--- src/logic/object_ctrl_defs.svh ---
// register map, field positions, reset values and timing figures for object control
`ifndef OBJECT_CTRL_DEFS_SVH
`define OBJECT_CTRL_DEFS_SVH

// ****************************************
// timing
// ****************************************
`define OC_CLK_PERIOD_NS 25
`define OC_TICK_MS 10
`define OC_NS_PER_MS 1000000

// ****************************************
// register byte addresses
// ****************************************
`define OC_ADDR_CTRL 8'h00
`define OC_ADDR_TRAVERSE 8'h04
`define OC_ADDR_SYNC_WAIT 8'h08
`define OC_ADDR_CLOSE_MAX 8'h0c
`define OC_ADDR_OPEN_MAX 8'h10
`define OC_ADDR_TERM 8'h14
`define OC_ADDR_FT_LEN 8'h18
`define OC_ADDR_STATUS 8'h1c
`define OC_ADDR_OPEN_MASK 8'h20
`define OC_ADDR_CLOSE_MASK 8'h24

// ****************************************
// control and status fields
// ****************************************
`define OC_CTRL_SYNC_BIT 0
`define OC_CTRL_RDY_LSB 1
`define OC_CTRL_ACC_LSB 3
`define OC_STAT_BRK_LSB 0
`define OC_STAT_STATE_LSB 2
`define OC_STAT_FT_BIT 5
`define OC_STAT_ERR_BIT 6
`define OC_STAT_CANCEL_BIT 7

// ****************************************
// reset values, times in 10 ms ticks
// ****************************************
`define OC_CTRL_RST 5'h10
`define OC_TIME_RST 16'h0014
`define OC_TERM_RST 16'h03e8
`define OC_MASK_RST 8'h00

`endif

--- src/logic/object_ctrl_pkg.sv ---
// types shared by the object control logic
package object_ctrl_pkg;

    typedef enum logic [1:0] {BRK_INTERMEDIATE, BRK_OPEN, BRK_CLOSED, BRK_BAD} brk_status_t;
    typedef enum logic [1:0] {RDY_OFF, RDY_HIGH, RDY_LOW, RDY_SPARE} ready_mode_t;
    typedef enum logic [1:0] {ACC_USER, ACC_OPERATOR, ACC_CONFIG, ACC_SUPER} access_t;
    typedef enum logic [2:0] {ST_IDLE, ST_SYNC_WAIT, ST_CLOSE_PULSE, ST_OPEN_PULSE,
        ST_WAIT_POS} ctrl_state_t;

endpackage : object_ctrl_pkg

--- src/logic/position_monitor.sv ---
// breaker position decode with traverse supervision
`timescale 1ns/1ps
`default_nettype none
`include "object_ctrl_defs.svh"

module position_monitor
    import object_ctrl_pkg::*;
#(
    parameter int TW = 16
)
(
    input wire logic i_sys_clk, // system clock
    input wire logic i_rst_n, // async reset, low active
    input wire logic i_tick, // 10 ms enable
    input wire logic i_open_pos, // open contact
    input wire logic i_closed_pos, // closed contact
    input wire logic [TW-1:0] i_traverse, // traverse time in ticks
    output brk_status_t o_status // decoded breaker status
);

    logic [TW-1:0] cnt_reg, cnt_next;
    logic [1:0] prev_reg, prev_next;
    brk_status_t status_next;

    always_comb
    begin
        cnt_next = cnt_reg;
        prev_next = {i_open_pos, i_closed_pos};
        status_next = o_status;
        if (i_open_pos != i_closed_pos)
        begin
            cnt_next = '0;
            status_next = i_open_pos ? BRK_OPEN : BRK_CLOSED;
        end
        else if (prev_reg != {i_open_pos, i_closed_pos})
        begin
            cnt_next = '0;
        end
        else
        begin
            // saturate one past the limit so the fault stays asserted
            if (i_tick && cnt_reg <= i_traverse)
            begin
                cnt_next = cnt_reg + 1'b1;
            end
            if (cnt_reg > i_traverse)
            begin
                status_next = i_open_pos ? BRK_BAD : BRK_INTERMEDIATE;
            end
        end
    end

    always_ff @(posedge i_sys_clk or negedge i_rst_n)
    begin
        if (!i_rst_n)
        begin
            cnt_reg <= '0;
            prev_reg <= 2'h0;
            o_status <= BRK_INTERMEDIATE;
        end
        else
        begin
            cnt_reg <= cnt_next;
            prev_reg <= prev_next;
            o_status <= status_next;
        end
    end
endmodule : position_monitor
`default_nettype wire

--- src/logic/object_control.sv ---
// open/close control of one switchgear object
//
// Local design decisions: the address-and-strobe port and the placing of the registers.
`timescale 1ns/1ps
`default_nettype none
`include "object_ctrl_defs.svh"

module object_control
    import object_ctrl_pkg::*;
#(
    parameter int TICK_CYCLES = (`OC_TICK_MS * `OC_NS_PER_MS) / `OC_CLK_PERIOD_NS,
    parameter int NLOCK = 8,
    parameter int TW = 16
)
(
    input wire logic i_sys_clk, // 40 MHz clock
    input wire logic i_rst_n, // async reset, low active
    input wire logic [7:0] i_addr, // register byte address
    input wire logic [31:0] i_wr_data, // register write data
    input wire logic i_wr_en, // write strobe
    input wire logic i_rd_en, // read strobe
    output logic [31:0] o_rd_data, // read data, cycle after strobe
    input wire logic i_open_pos, // breaker open contact
    input wire logic i_closed_pos, // breaker closed contact
    input wire logic i_ready, // object ready
    input wire logic i_sync_ok, // synchrocheck permission
    input wire logic i_local_open, // local open button
    input wire logic i_local_close, // local close button
    input wire logic i_remote_open, // remote_telecontrol_unit open
    input wire logic i_remote_close, // remote_telecontrol_unit close
    input wire logic i_app_open, // application open
    input wire logic i_app_close, // application close
    input wire logic i_sld_open, // single_line_diagram_control open
    input wire logic i_sld_close, // single_line_diagram_control close
    input wire logic [1:0] i_sld_level, // operator access level
    input wire logic [NLOCK-1:0] i_open_lock, // open interlock sources
    input wire logic [NLOCK-1:0] i_close_lock, // close interlock sources
    input wire logic i_ar_in_control, // auto-recloser owns object
    input wire logic i_ar_reclose_expected, // further reclose pending
    output logic o_open_cmd, // first_output_relay open coil
    output logic o_close_cmd, // numbered_output_relay close coil
    output brk_status_t o_brk_status, // breaker status
    output logic o_final_trip, // final trip signal
    output logic o_ctrl_error, // termination timeout pulse
    output logic o_sync_cancel // sync timeout pulse
);

    // ****************************************
    // tick divider
    // ****************************************
    localparam int DW = $clog2(TICK_CYCLES);
    logic [DW-1:0] div_reg, div_next;
    logic tick_reg, tick_next;

    always_comb
    begin
        tick_next = (div_reg == DW'(TICK_CYCLES - 1));
        div_next = tick_next ? '0 : div_reg + 1'b1;
    end

    always_ff @(posedge i_sys_clk or negedge i_rst_n)
    begin
        if (!i_rst_n)
        begin
            div_reg <= '0;
            tick_reg <= 1'b0;
        end
        else
        begin
            div_reg <= div_next;
            tick_reg <= tick_next;
        end
    end

    // ****************************************
    // registers
    // ****************************************
    logic [4:0] ctrl_reg, ctrl_next;
    logic [TW-1:0] trav_reg, trav_next, swait_reg, swait_next, cmax_reg, cmax_next;
    logic [TW-1:0] omax_reg, omax_next, term_reg, term_next, ftlen_reg, ftlen_next;
    logic [NLOCK-1:0] omask_reg, omask_next, cmask_reg, cmask_next;
    logic err_reg, err_next, cancel_reg, cancel_next;
    logic [31:0] rd_next;
    ctrl_state_t state_reg, state_next;

    logic use_sync;
    ready_mode_t rdy_mode;
    access_t acc_min;
    assign use_sync = ctrl_reg[`OC_CTRL_SYNC_BIT];
    assign rdy_mode = ready_mode_t'(ctrl_reg[`OC_CTRL_RDY_LSB +: 2]);
    assign acc_min = access_t'(ctrl_reg[`OC_CTRL_ACC_LSB +: 2]);

    function automatic logic [TW-1:0] wr_time(input logic hit, input logic [TW-1:0] cur,
        input logic [31:0] d);
        wr_time = hit ? d[TW-1:0] : cur;
    endfunction : wr_time

    always_comb
    begin
        ctrl_next = (i_wr_en && i_addr == `OC_ADDR_CTRL) ? i_wr_data[4:0] : ctrl_reg;
        trav_next = wr_time(i_wr_en && i_addr == `OC_ADDR_TRAVERSE, trav_reg, i_wr_data);
        swait_next = wr_time(i_wr_en && i_addr == `OC_ADDR_SYNC_WAIT, swait_reg, i_wr_data);
        cmax_next = wr_time(i_wr_en && i_addr == `OC_ADDR_CLOSE_MAX, cmax_reg, i_wr_data);
        omax_next = wr_time(i_wr_en && i_addr == `OC_ADDR_OPEN_MAX, omax_reg, i_wr_data);
        term_next = wr_time(i_wr_en && i_addr == `OC_ADDR_TERM, term_reg, i_wr_data);
        ftlen_next = wr_time(i_wr_en && i_addr == `OC_ADDR_FT_LEN, ftlen_reg, i_wr_data);
        omask_next = (i_wr_en && i_addr == `OC_ADDR_OPEN_MASK) ? i_wr_data[NLOCK-1:0] : omask_reg;
        cmask_next = (i_wr_en && i_addr == `OC_ADDR_CLOSE_MASK) ? i_wr_data[NLOCK-1:0] : cmask_reg;
        rd_next = 32'h0000_0000;
        if (!i_rd_en)
        begin
            rd_next = 32'h0000_0000;
        end
        else if (i_addr == `OC_ADDR_CTRL)
        begin
            rd_next[4:0] = ctrl_reg;
        end
        else if (i_addr == `OC_ADDR_TRAVERSE)
        begin
            rd_next[TW-1:0] = trav_reg;
        end
        else if (i_addr == `OC_ADDR_SYNC_WAIT)
        begin
            rd_next[TW-1:0] = swait_reg;
        end
        else if (i_addr == `OC_ADDR_CLOSE_MAX)
        begin
            rd_next[TW-1:0] = cmax_reg;
        end
        else if (i_addr == `OC_ADDR_OPEN_MAX)
        begin
            rd_next[TW-1:0] = omax_reg;
        end
        else if (i_addr == `OC_ADDR_TERM)
        begin
            rd_next[TW-1:0] = term_reg;
        end
        else if (i_addr == `OC_ADDR_FT_LEN)
        begin
            rd_next[TW-1:0] = ftlen_reg;
        end
        else if (i_addr == `OC_ADDR_STATUS)
        begin
            rd_next[`OC_STAT_BRK_LSB +: 2] = o_brk_status;
            rd_next[`OC_STAT_STATE_LSB +: 3] = state_reg;
            rd_next[`OC_STAT_FT_BIT] = o_final_trip;
            rd_next[`OC_STAT_ERR_BIT] = err_reg;
            rd_next[`OC_STAT_CANCEL_BIT] = cancel_reg;
        end
        else if (i_addr == `OC_ADDR_OPEN_MASK)
        begin
            rd_next[NLOCK-1:0] = omask_reg;
        end
        else if (i_addr == `OC_ADDR_CLOSE_MASK)
        begin
            rd_next[NLOCK-1:0] = cmask_reg;
        end
    end

    // ****************************************
    // request qualification
    // ****************************************
    logic open_req, close_req, open_q_reg, close_q_reg, open_rise, close_rise;
    logic open_blocked, close_blocked, ready_ok, close_ok, sld_ok;

    // interlock sources are whatever the bay wires in: other objects, functions, inputs
    assign open_blocked = |(i_open_lock & omask_reg);
    assign close_blocked = |(i_close_lock & cmask_reg);
    assign sld_ok = (i_sld_level >= acc_min);
    assign open_req = i_local_open | i_remote_open | i_app_open | (i_sld_open & sld_ok);
    assign close_req = i_local_close | i_remote_close | i_app_close | (i_sld_close & sld_ok);
    assign open_rise = open_req & ~open_q_reg;
    assign close_rise = close_req & ~close_q_reg;
    assign ready_ok = (rdy_mode == RDY_HIGH) ? i_ready :
        (rdy_mode == RDY_LOW) ? ~i_ready : 1'b1;
    assign close_ok = ready_ok && !close_blocked && (!use_sync || i_sync_ok);

    // ****************************************
    // control sequence
    // ****************************************
    logic [TW-1:0] pcnt_reg, pcnt_next, tcnt_reg, tcnt_next, fcnt_reg, fcnt_next;
    logic dir_open_reg, dir_open_next, ft_next, err_pulse, cancel_pulse, opened, closed;

    assign opened = (o_brk_status == BRK_OPEN);
    assign closed = (o_brk_status == BRK_CLOSED);

    always_comb
    begin
        state_next = state_reg;
        dir_open_next = dir_open_reg;
        pcnt_next = (tick_reg && pcnt_reg != '1) ? pcnt_reg + 1'b1 : pcnt_reg;
        tcnt_next = (tick_reg && tcnt_reg != '1) ? tcnt_reg + 1'b1 : tcnt_reg;
        err_pulse = 1'b0;
        cancel_pulse = 1'b0;
        case (state_reg)
            ST_IDLE:
            begin
                pcnt_next = '0;
                tcnt_next = '0;
                // open wins a tie; blocked requests are simply dropped
                if (open_rise && !open_blocked)
                begin
                    state_next = ST_OPEN_PULSE;
                    dir_open_next = 1'b1;
                end
                else if (close_rise && !open_rise && !close_blocked && ready_ok)
                begin
                    dir_open_next = 1'b0;
                    state_next = (use_sync && !i_sync_ok) ? ST_SYNC_WAIT : ST_CLOSE_PULSE;
                end
            end
            ST_SYNC_WAIT:
            begin
                tcnt_next = '0;
                if (close_ok)
                begin
                    state_next = ST_CLOSE_PULSE;
                    pcnt_next = '0;
                end
                else if (tick_reg && pcnt_reg >= swait_reg)
                begin
                    state_next = ST_IDLE;
                    cancel_pulse = 1'b1;
                end
            end
            ST_CLOSE_PULSE, ST_OPEN_PULSE:
            begin
                if (dir_open_reg ? opened : closed)
                begin
                    state_next = ST_IDLE;
                end
                else if (tick_reg && pcnt_reg + 1'b1 >= (dir_open_reg ? omax_reg : cmax_reg))
                begin
                    state_next = ST_WAIT_POS;
                end
            end
            ST_WAIT_POS:
            begin
                if (dir_open_reg ? opened : closed)
                begin
                    state_next = ST_IDLE;
                end
                else if (tick_reg && tcnt_reg + 1'b1 >= term_reg)
                begin
                    state_next = ST_IDLE;
                    err_pulse = 1'b1;
                end
            end
            default:
            begin
                state_next = ST_IDLE;
            end
        endcase
    end

    // ****************************************
    // final trip
    // ****************************************
    logic trip_done;
    assign trip_done = dir_open_reg && opened &&
        (state_reg == ST_OPEN_PULSE || state_reg == ST_WAIT_POS);

    always_comb
    begin
        ft_next = o_final_trip;
        fcnt_next = fcnt_reg;
        if (trip_done && (!i_ar_in_control || !i_ar_reclose_expected))
        begin
            ft_next = 1'b1;
            fcnt_next = '0;
        end
        else if (state_next == ST_CLOSE_PULSE)
        begin
            // a held signal is released by the next close
            ft_next = 1'b0;
        end
        else if (o_final_trip && ftlen_reg != '0 && tick_reg)
        begin
            fcnt_next = fcnt_reg + 1'b1;
            ft_next = (fcnt_reg + 1'b1 < ftlen_reg);
        end
        // write one to clear; a new event in the same cycle is kept
        err_next = err_pulse | (err_reg & ~(i_wr_en && i_addr == `OC_ADDR_STATUS &&
            i_wr_data[`OC_STAT_ERR_BIT]));
        cancel_next = cancel_pulse | (cancel_reg & ~(i_wr_en && i_addr == `OC_ADDR_STATUS &&
            i_wr_data[`OC_STAT_CANCEL_BIT]));
    end

    always_ff @(posedge i_sys_clk or negedge i_rst_n)
    begin
        if (!i_rst_n)
        begin
            ctrl_reg <= `OC_CTRL_RST;
            trav_reg <= `OC_TIME_RST;
            swait_reg <= `OC_TIME_RST;
            cmax_reg <= `OC_TIME_RST;
            omax_reg <= `OC_TIME_RST;
            term_reg <= `OC_TERM_RST;
            ftlen_reg <= `OC_TIME_RST;
            omask_reg <= `OC_MASK_RST;
            cmask_reg <= `OC_MASK_RST;
            o_rd_data <= 32'h0000_0000;
            err_reg <= 1'b0;
            cancel_reg <= 1'b0;
            open_q_reg <= 1'b0;
            close_q_reg <= 1'b0;
            state_reg <= ST_IDLE;
            dir_open_reg <= 1'b0;
            pcnt_reg <= '0;
            tcnt_reg <= '0;
            fcnt_reg <= '0;
            o_open_cmd <= 1'b0;
            o_close_cmd <= 1'b0;
            o_final_trip <= 1'b0;
            o_ctrl_error <= 1'b0;
            o_sync_cancel <= 1'b0;
        end
        else
        begin
            ctrl_reg <= ctrl_next;
            trav_reg <= trav_next;
            swait_reg <= swait_next;
            cmax_reg <= cmax_next;
            omax_reg <= omax_next;
            term_reg <= term_next;
            ftlen_reg <= ftlen_next;
            omask_reg <= omask_next;
            cmask_reg <= cmask_next;
            o_rd_data <= rd_next;
            err_reg <= err_next;
            cancel_reg <= cancel_next;
            open_q_reg <= open_req;
            close_q_reg <= close_req;
            state_reg <= state_next;
            dir_open_reg <= dir_open_next;
            pcnt_reg <= pcnt_next;
            tcnt_reg <= tcnt_next;
            fcnt_reg <= fcnt_next;
            o_open_cmd <= (state_next == ST_OPEN_PULSE);
            o_close_cmd <= (state_next == ST_CLOSE_PULSE);
            o_final_trip <= ft_next;
            o_ctrl_error <= err_pulse;
            o_sync_cancel <= cancel_pulse;
        end
    end

    position_monitor #(.TW(TW)) u_pos (
        .i_sys_clk(i_sys_clk),
        .i_rst_n(i_rst_n),
        .i_tick(tick_reg),
        .i_open_pos(i_open_pos),
        .i_closed_pos(i_closed_pos),
        .i_traverse(trav_reg),
        .o_status(o_brk_status)
    );
endmodule : object_control
`default_nettype wire

--- config.mk ---
export PLATFORM = sky130hd
export DESIGN_NAME = object_control
export DESIGN_NICKNAME = d
export VERILOG_FILES = /design/src/logic/object_ctrl_pkg.sv /design/src/logic/position_monitor.sv /design/src/logic/object_control.sv
export VERILOG_INCLUDE_DIRS = /design/src /design/src/logic
export SDC_FILE = /design/constraint.sdc
export NUM_CORES = 1
export LEC_CHECK = 0
export ABC_AREA = 1
export BUFFER_PORTS_ARGS = -buffer_cell sky130_fd_sc_hd__buf_2
export CAP_MARGIN = 20
export CORE_MARGIN = 4
export CORE_UTILIZATION = 33
export DETAILED_ROUTE_END_ITERATION = 7
export PLACE_DENSITY_LB_ADDON = 0.15
export SLEW_MARGIN = 20
export SYNTH_ARGS = -nofsm -noshare
export SYNTH_HDL_FRONTEND = slang
export SYNTH_SLANG_ARGS = --single-unit
--- constraint.sdc ---
create_clock -name i_sys_clk -period 4 [get_ports i_sys_clk]
set_input_delay 0.4 -clock i_sys_clk [delete_from_list [all_inputs] [get_ports i_sys_clk]]
set_output_delay 0.4 -clock i_sys_clk [all_outputs]
set_load 0.05 [all_outputs]
# ---- Word-level counts from Yosys, hierarchy flattened
# Cells that the tools add are included.
dict set report classes {
  n_mul 0
  div 0
  shifts 0
  n_reduce_logical 56
  n_eq_ne 26
  n_lt_le_gt_ge 7
  n_bitwise 21
  n_mux 55
  add_sub_neg 5
}
# op n
set ops {}
lappend ops {{16-bit two-way mux} 17}
lappend ops {{16-bit by 1-bit adder with 16-bit output (second input constant)} 4}
lappend ops {{16-bit >= comparator} 3}
lappend ops {{8-bit two-way mux} 5}
lappend ops {{8-bit by 5-bit equality test with 1-bit output (second input constant)} 4}
lappend ops {{16-bit != test (second input constant)} 2}
lappend ops {{16-bit one-hot mux with 2 select lines} 1}
lappend ops {{1-bit logical AND} 30}
lappend ops {{3-bit two-way mux} 8}
lappend ops {{19-bit by 1-bit adder with 19-bit output (second input constant)} 1}
lappend ops {{19-bit equality test (second input constant)} 1}
lappend ops {{19-bit two-way mux} 1}
lappend ops {{8-bit AND} 2}
lappend ops {{8-bit by 4-bit equality test with 1-bit output (second input constant)} 2}
lappend ops {{8-bit by 6-bit equality test with 1-bit output (second input constant)} 2}
lappend ops {{16-bit > comparator} 1}
lappend ops {{16-bit less-or-equal comparator} 1}
lappend ops {{16-bit < comparator} 1}
lappend ops {{16-bit nonzero test} 1}
lappend ops {{8-bit OR reduction} 2}
lappend ops {{1-bit two-way mux} 14}
lappend ops {{3-bit by 2-bit equality test with 1-bit output (second input constant)} 4}
lappend ops {{2-bit two-way mux} 6}
lappend ops {{3-bit one-hot mux with 4 select lines} 1}
lappend ops {{23 further kinds} 56}
dict set report totals {
  inputBits 76
  regBits 234
  latch_bits 0
  n_memories 0
  elab_cells 199
  romBits 0
  ramBits 0
}

# ---- Logic depth before layout (Yosys ltp)
dict set report logic_depth {
  ltp_word 14
  ltp_mapped 25
  mapped_depth_nobuf 24
}

# ---- By module
# Synthesis repeated with hierarchy kept, for this count alone.
dict set report hier_totals {
  cells_unflattened 1749
  hier_area_um2 13815.8
}
# module instances cells_per_inst area_per_inst_um2
set modules_own_cells {}
lappend modules_own_cells {object_control 1 1526 12174.2}
lappend modules_own_cells {position_monitor 1 223 1641.6}

# ---- Least setup slack after synthesis
# OpenSTA, ideal clock, no wires.
dict set report synth_timing {
  path_kind {register -> register}
  from {register pcnt_reg[2]}
  to {register fcnt_reg[8]}
  t_arrival_ns 2.910
  t_required_ns 3.883
  setup_slack_ns 0.973
  n_path_buf 1
  setup_time_ns 0.117
  stages_incl_launch_ff 24
  synth_period_minus_slack_ns 3.027
  cell_sequence {dfrtp_1 -> nand3_1 -> nor2_1 -> nand2_1 -> nor2_1 -> nand3_1 -> nor2_1 -> nand3_1 -> nor2_1 -> xnor2_1 -> inv_1 -> ha_1 -> nand2_1 -> nor3_1 -> nand3_1 -> nand3_1 -> nand2_1 -> nand2_1 -> nand3_2 -> nand3_1 -> nand2_2 -> buf_2 -> nand2_1 -> nand2_1}
}
dict set report synth_between {
  elab_chain_len 9
}
# element line
set synth_lines {}
lappend synth_lines {{start: declaration} object_control.sv:181} ;# logic [TW-1:0] pcnt_reg, pcnt_next, tcnt_reg, tcnt_next, fcnt_reg, fcnt_next;
lappend synth_lines {{start signal: assignment} object_control.sv:336} ;# pcnt_reg <= pcnt_next;
lappend synth_lines {{16-bit by 1-bit adder with 16-bit output} object_control.sv:232} ;# else if (tick_reg && pcnt_reg + 1'b1 >= (dir_open_reg ? omax_reg : cmax_reg))
lappend synth_lines {{16-bit >= comparator} object_control.sv:232}
lappend synth_lines {{1-bit logical AND} object_control.sv:232}
lappend synth_lines {{3-bit two-way mux} object_control.sv:232}
lappend synth_lines {{3-bit two-way mux} object_control.sv:228} ;# if (dir_open_reg ? opened : closed)
lappend synth_lines {{3-bit one-hot mux with 4 select lines (*)} object_control.sv:195} ;# case (state_reg)
lappend synth_lines {{net state_next[1]} object_control.sv:84} ;# ctrl_state_t state_reg, state_next;
lappend synth_lines {{3-bit by 2-bit equality test with 1-bit output (*)} object_control.sv:272} ;# else if (state_next == ST_CLOSE_PULSE)
lappend synth_lines {{2-bit != test (no source line) (*)} n/a}
lappend synth_lines {{2-bit AND reduction (no source line) (*)} n/a}
lappend synth_lines {{end signal: assignment} object_control.sv:338} ;# fcnt_reg <= fcnt_next;
lappend synth_lines {{end: declaration} object_control.sv:181}
# The timed path passes the listed nets; every way through them passes the cells marked *.
# A chain may end at the register's enable or synchronous reset.

# ---- Worst setup path in the final report
# Same ends and word-level chain as after synthesis.

==> results.tsv <==
stage	metric	value	unit
final_layout	ANT cells	0	
worst_setup_path	delay of the slowest critical-path stage	0.40	ns
route	via count	11600	
cts	CTS max path bufs	3	
grt	initial antenna violation count	0	
timing	Final Hold Vio Count	0	
power_and_ir_drop	Design Power	6.83	mW
power_and_ir_drop	Cell Pwr Density	430	nW/um^2
synth	Synth Area per Inst	7.92	um^2
placed_design	detailed placement HPWL	30200	um
cts	Clk Tree Root Cell	clkbuf_16	
timing	fin crit share	90.7	%
placed_design	dpl cells	2323	
die	Die X	213	um
final_layout	cell area after layout	15900	um^2
final_layout	Area Overhead vs Synth	14.9	%
cts	Reg clk slew, reported paths	0.06	ns
synth	Synth area leaders	dfrtp_1 (39%), nand2_1 (12%), ha_1 (7.8%)	
timing	Final Setup Violations	0	
worst_setup_path	CP delay by family, top	simple AND/OR/NAND/NOR gates	
grt	All-Layer GR Usage	18.0	%
worst_setup_path	critical path launch point type	register	
final_layout	most frequent cells in the layout	nand2_1 (425), inv_1 (227), dfrtp_1 (217), o21ai_0 (172), nor2_1 (108)	
route	drt wl/cell	17.0	um
synth	largest area contributor in the netlist	dfrtp_1	
synth	sequential share of the synthesized area	42.5	%
worst_setup_path	CP required	4.44	ns
grt	number of global-route vias before repair	11400	
final_layout	final core utilization	38.6	%
synth	post-synthesis cell area	13800	um^2
grt	first-pass GRT wire length	64300	um
worst_setup_path	crit end category	register	
power_and_ir_drop	maximum VDD drop	294	uV
route	post-route ant nets	0	
synth	ys async rst share	100	%
worst_setup_path	Slowest cell on crit path	dfrtp_1	
die	Core Rows	74	
worst_setup_path	sum of buffers and inverters on the critical path	2	
placed_design	Place WS	0.174	ns
worst_setup_path	CP Max Fanout	10	
grt	total gr overflow	0	
timing	Final WS setup	0.373	ns
timing	Slew @ Worst Pin	0.996	ns
cts	# clock sinks	234	
run_status	status	completed	
final_layout	share of layout cells above drive strength 1	11.6	%
cts	CTS tree	done	
final_layout	area of the multi-input gates	6740	um^2
worst_setup_path	CP Cell Sequence	nand3_1 -> nor2_1 -> nand2_1 -> nor2_1 -> nand3_1 -> nor2_2 -> nand3_1 -> nor2_1 -> xnor2_1 -> inv_1 -> ha_1 -> a21oi_1 -> o21ai_0 -> a21oi_1 -> nand3_1 -> nand2_1 -> nand2_1 -> nand3_2 -> nand3_2 -> buf_4 -> nand3b_1 -> nand2_1	
final_layout	Layout Nets	1987	
die	initial core utilization	33.6	%
synth	top_reg_cell synth	dfrtp_1	
die	top-level I/O count	115	
cts	clk_lat worst skew	0.57	ns
placed_design	GP Congestion	0.815	
route	drt first pass iters	5	
final_layout	max reg flops	19	
timing	Setup Skew	0.0190	ns
die	DIE HEIGHT	213	um
route	DRT Wirelength	40400	um
timing	Max Slew Vio Count	0	
final_layout	total of fill cells in the finished design	4278	
power_and_ir_drop	LEAKAGE	7.70	nW
final_layout	most common cell after layout, fill and taps aside	nand2_1	
final_layout	Storage cell area	5880	um^2
route	Residual DRC	0	
final_layout	Finished Layout Cells	2379	
placed_design	Placement Cell Area	14700	um^2
timing	Hold Worst Slack	0.0764	ns
grt	pin count of the biggest net entering global routing	114	
synth	distinct cell type count of the synthesized netlist	57	
worst_setup_path	WP data arrival	4.07	ns
timing	Slew Limit Headroom	33.4	%
timing	Peak Freq	0.276	GHz
run	MaxCap Viol Count	0	
synth	EDFF count, synth	0	
synth	Synth warnings	0	
cts	Post-CTS Setup Inserts	0	
die	die area	45200	um^2
route	vias per inst	4.88	
hold_path	Hold Path Class	primary input to register	
worst_setup_path	Crit Path Class	register to register	
timing	Tmin final	3.63	ns
cts	Max H-tree Level	1	
cts	Num CTS Buffers	29	
timing	Sum Neg Setup Slack	0	ns
die	Core ar.	41100	um^2
synth	Cells after Synth	1744	
placed_design	port buffer count	82	
synth	#FFs+latches synth	234	
route	First DRT Iteration DRCs	720	
synth	area share of the largest cell type after synthesis	39.3	%
-- synth_stat cells (11+ instances only) --
master	count
a21oi_1	89
ha_1	86
xor2_1	42
nor3_1	34
nand3_1	87
inv_1	227
dfstp_2	17
nor2_1	109
dfrtp_1	217
xnor2_1	11
nor4_1	17
buf_4	18
clkbuf_1	34
nand4_1	25
nand2_1	425
o21ai_0	172
-- layer usage --
layer  global-route usage [%]  vias to the layer above  part of all wire [%]
li1                         -                     5869                     -
met1                     25.8                     5479                    49
met2                     29.0                      221                    45
met3                     2.49                       47                   3.9
met4                     3.93                        0                   2.2
met5                        0                        -                     0
-- final timing paths --
kind	start	to	slack [ns]	cells after the start
setup / recovery	pcnt_reg[2]	fcnt_reg[8]	0.37	22
hold / removal	i_rd_en	o_rd_data[4]	0.08	3
setup reg to reg	pcnt_reg[2]	fcnt_reg[8]	0.37	22
hold reg to reg	swait_reg[9]	swait_reg[9]	0.49	2
max in group asynchronous	i_rst_n	swait_reg[2]	2.44	3
min in group asynchronous	i_rst_n	o_rd_data[8]	0.50	2
-- kinds of logic (layout without fill, tap and decap cells) --
group / Yosys count / after routing / share of synthesized area, %
AO/OA/AOI/OAI: 325 / 325 / 13.1
XOR/XNOR: 53 / 53 / 3.36
adder cells (fa/ha/maj): 86 / 86 / 7.79
buffers and inverters: 302 / 390 / 9.17
flip-flops: 234 / 234 / 42.5
multiplexers: 10 / 10 / 0.725
other: 1 / 16 / 0.0271
AND/OR/NAND/NOR: 733 / 733 / 23.2
-- what timing repair did --
action	CTS	global route
hold endpoints to repair	51	0
setup endpoints to repair	0	18
hold buffers	3	0
resized for setup	0	4
-- power by group --
group / internal [mW] / switching (mW) / total (mW)
logic: 0.366 / 0.776 / 1.14
registers: 2.49 / 0.108 / 2.60
clock network: 1.98 / 1.11 / 3.09
total: 4.84 / 2.00 / 6.83
-- worst reg2reg max path: stages, from the launching register on --
cell and delay, ns:
dfrtp_1 0.40, nand3_1 0.13, nor2_1 0.13, nand2_1 0.10, nor2_1 0.17, nand3_1 0.15
nor2_2 0.15, nand3_1 0.11, nor2_1 0.13, xnor2_1 0.16, inv_1 0.07, ha_1 0.30
a21oi_1 0.15, o21ai_0 0.11, a21oi_1 0.19, nand3_1 0.16, nand2_1 0.13, nand2_1 0.09
nand3_2 0.11, nand3_2 0.15, buf_4 0.23, nand3b_1 0.09, nand2_1 0.07
-- layout make-up --
cell class / count / share of cell area (%)
Multi-Input combinational cell: 1223 / 42.5
Sequential cell: 234 / 37.0
Inverter: 235 / 5.59
Clock buffer: 34 / 4.94
Tap cell: 532 / 4.19
Timing Repair Buffer: 102 / 3.64
Clock inverter: 19 / 2.14
Power figures use the tool's default switching activity.
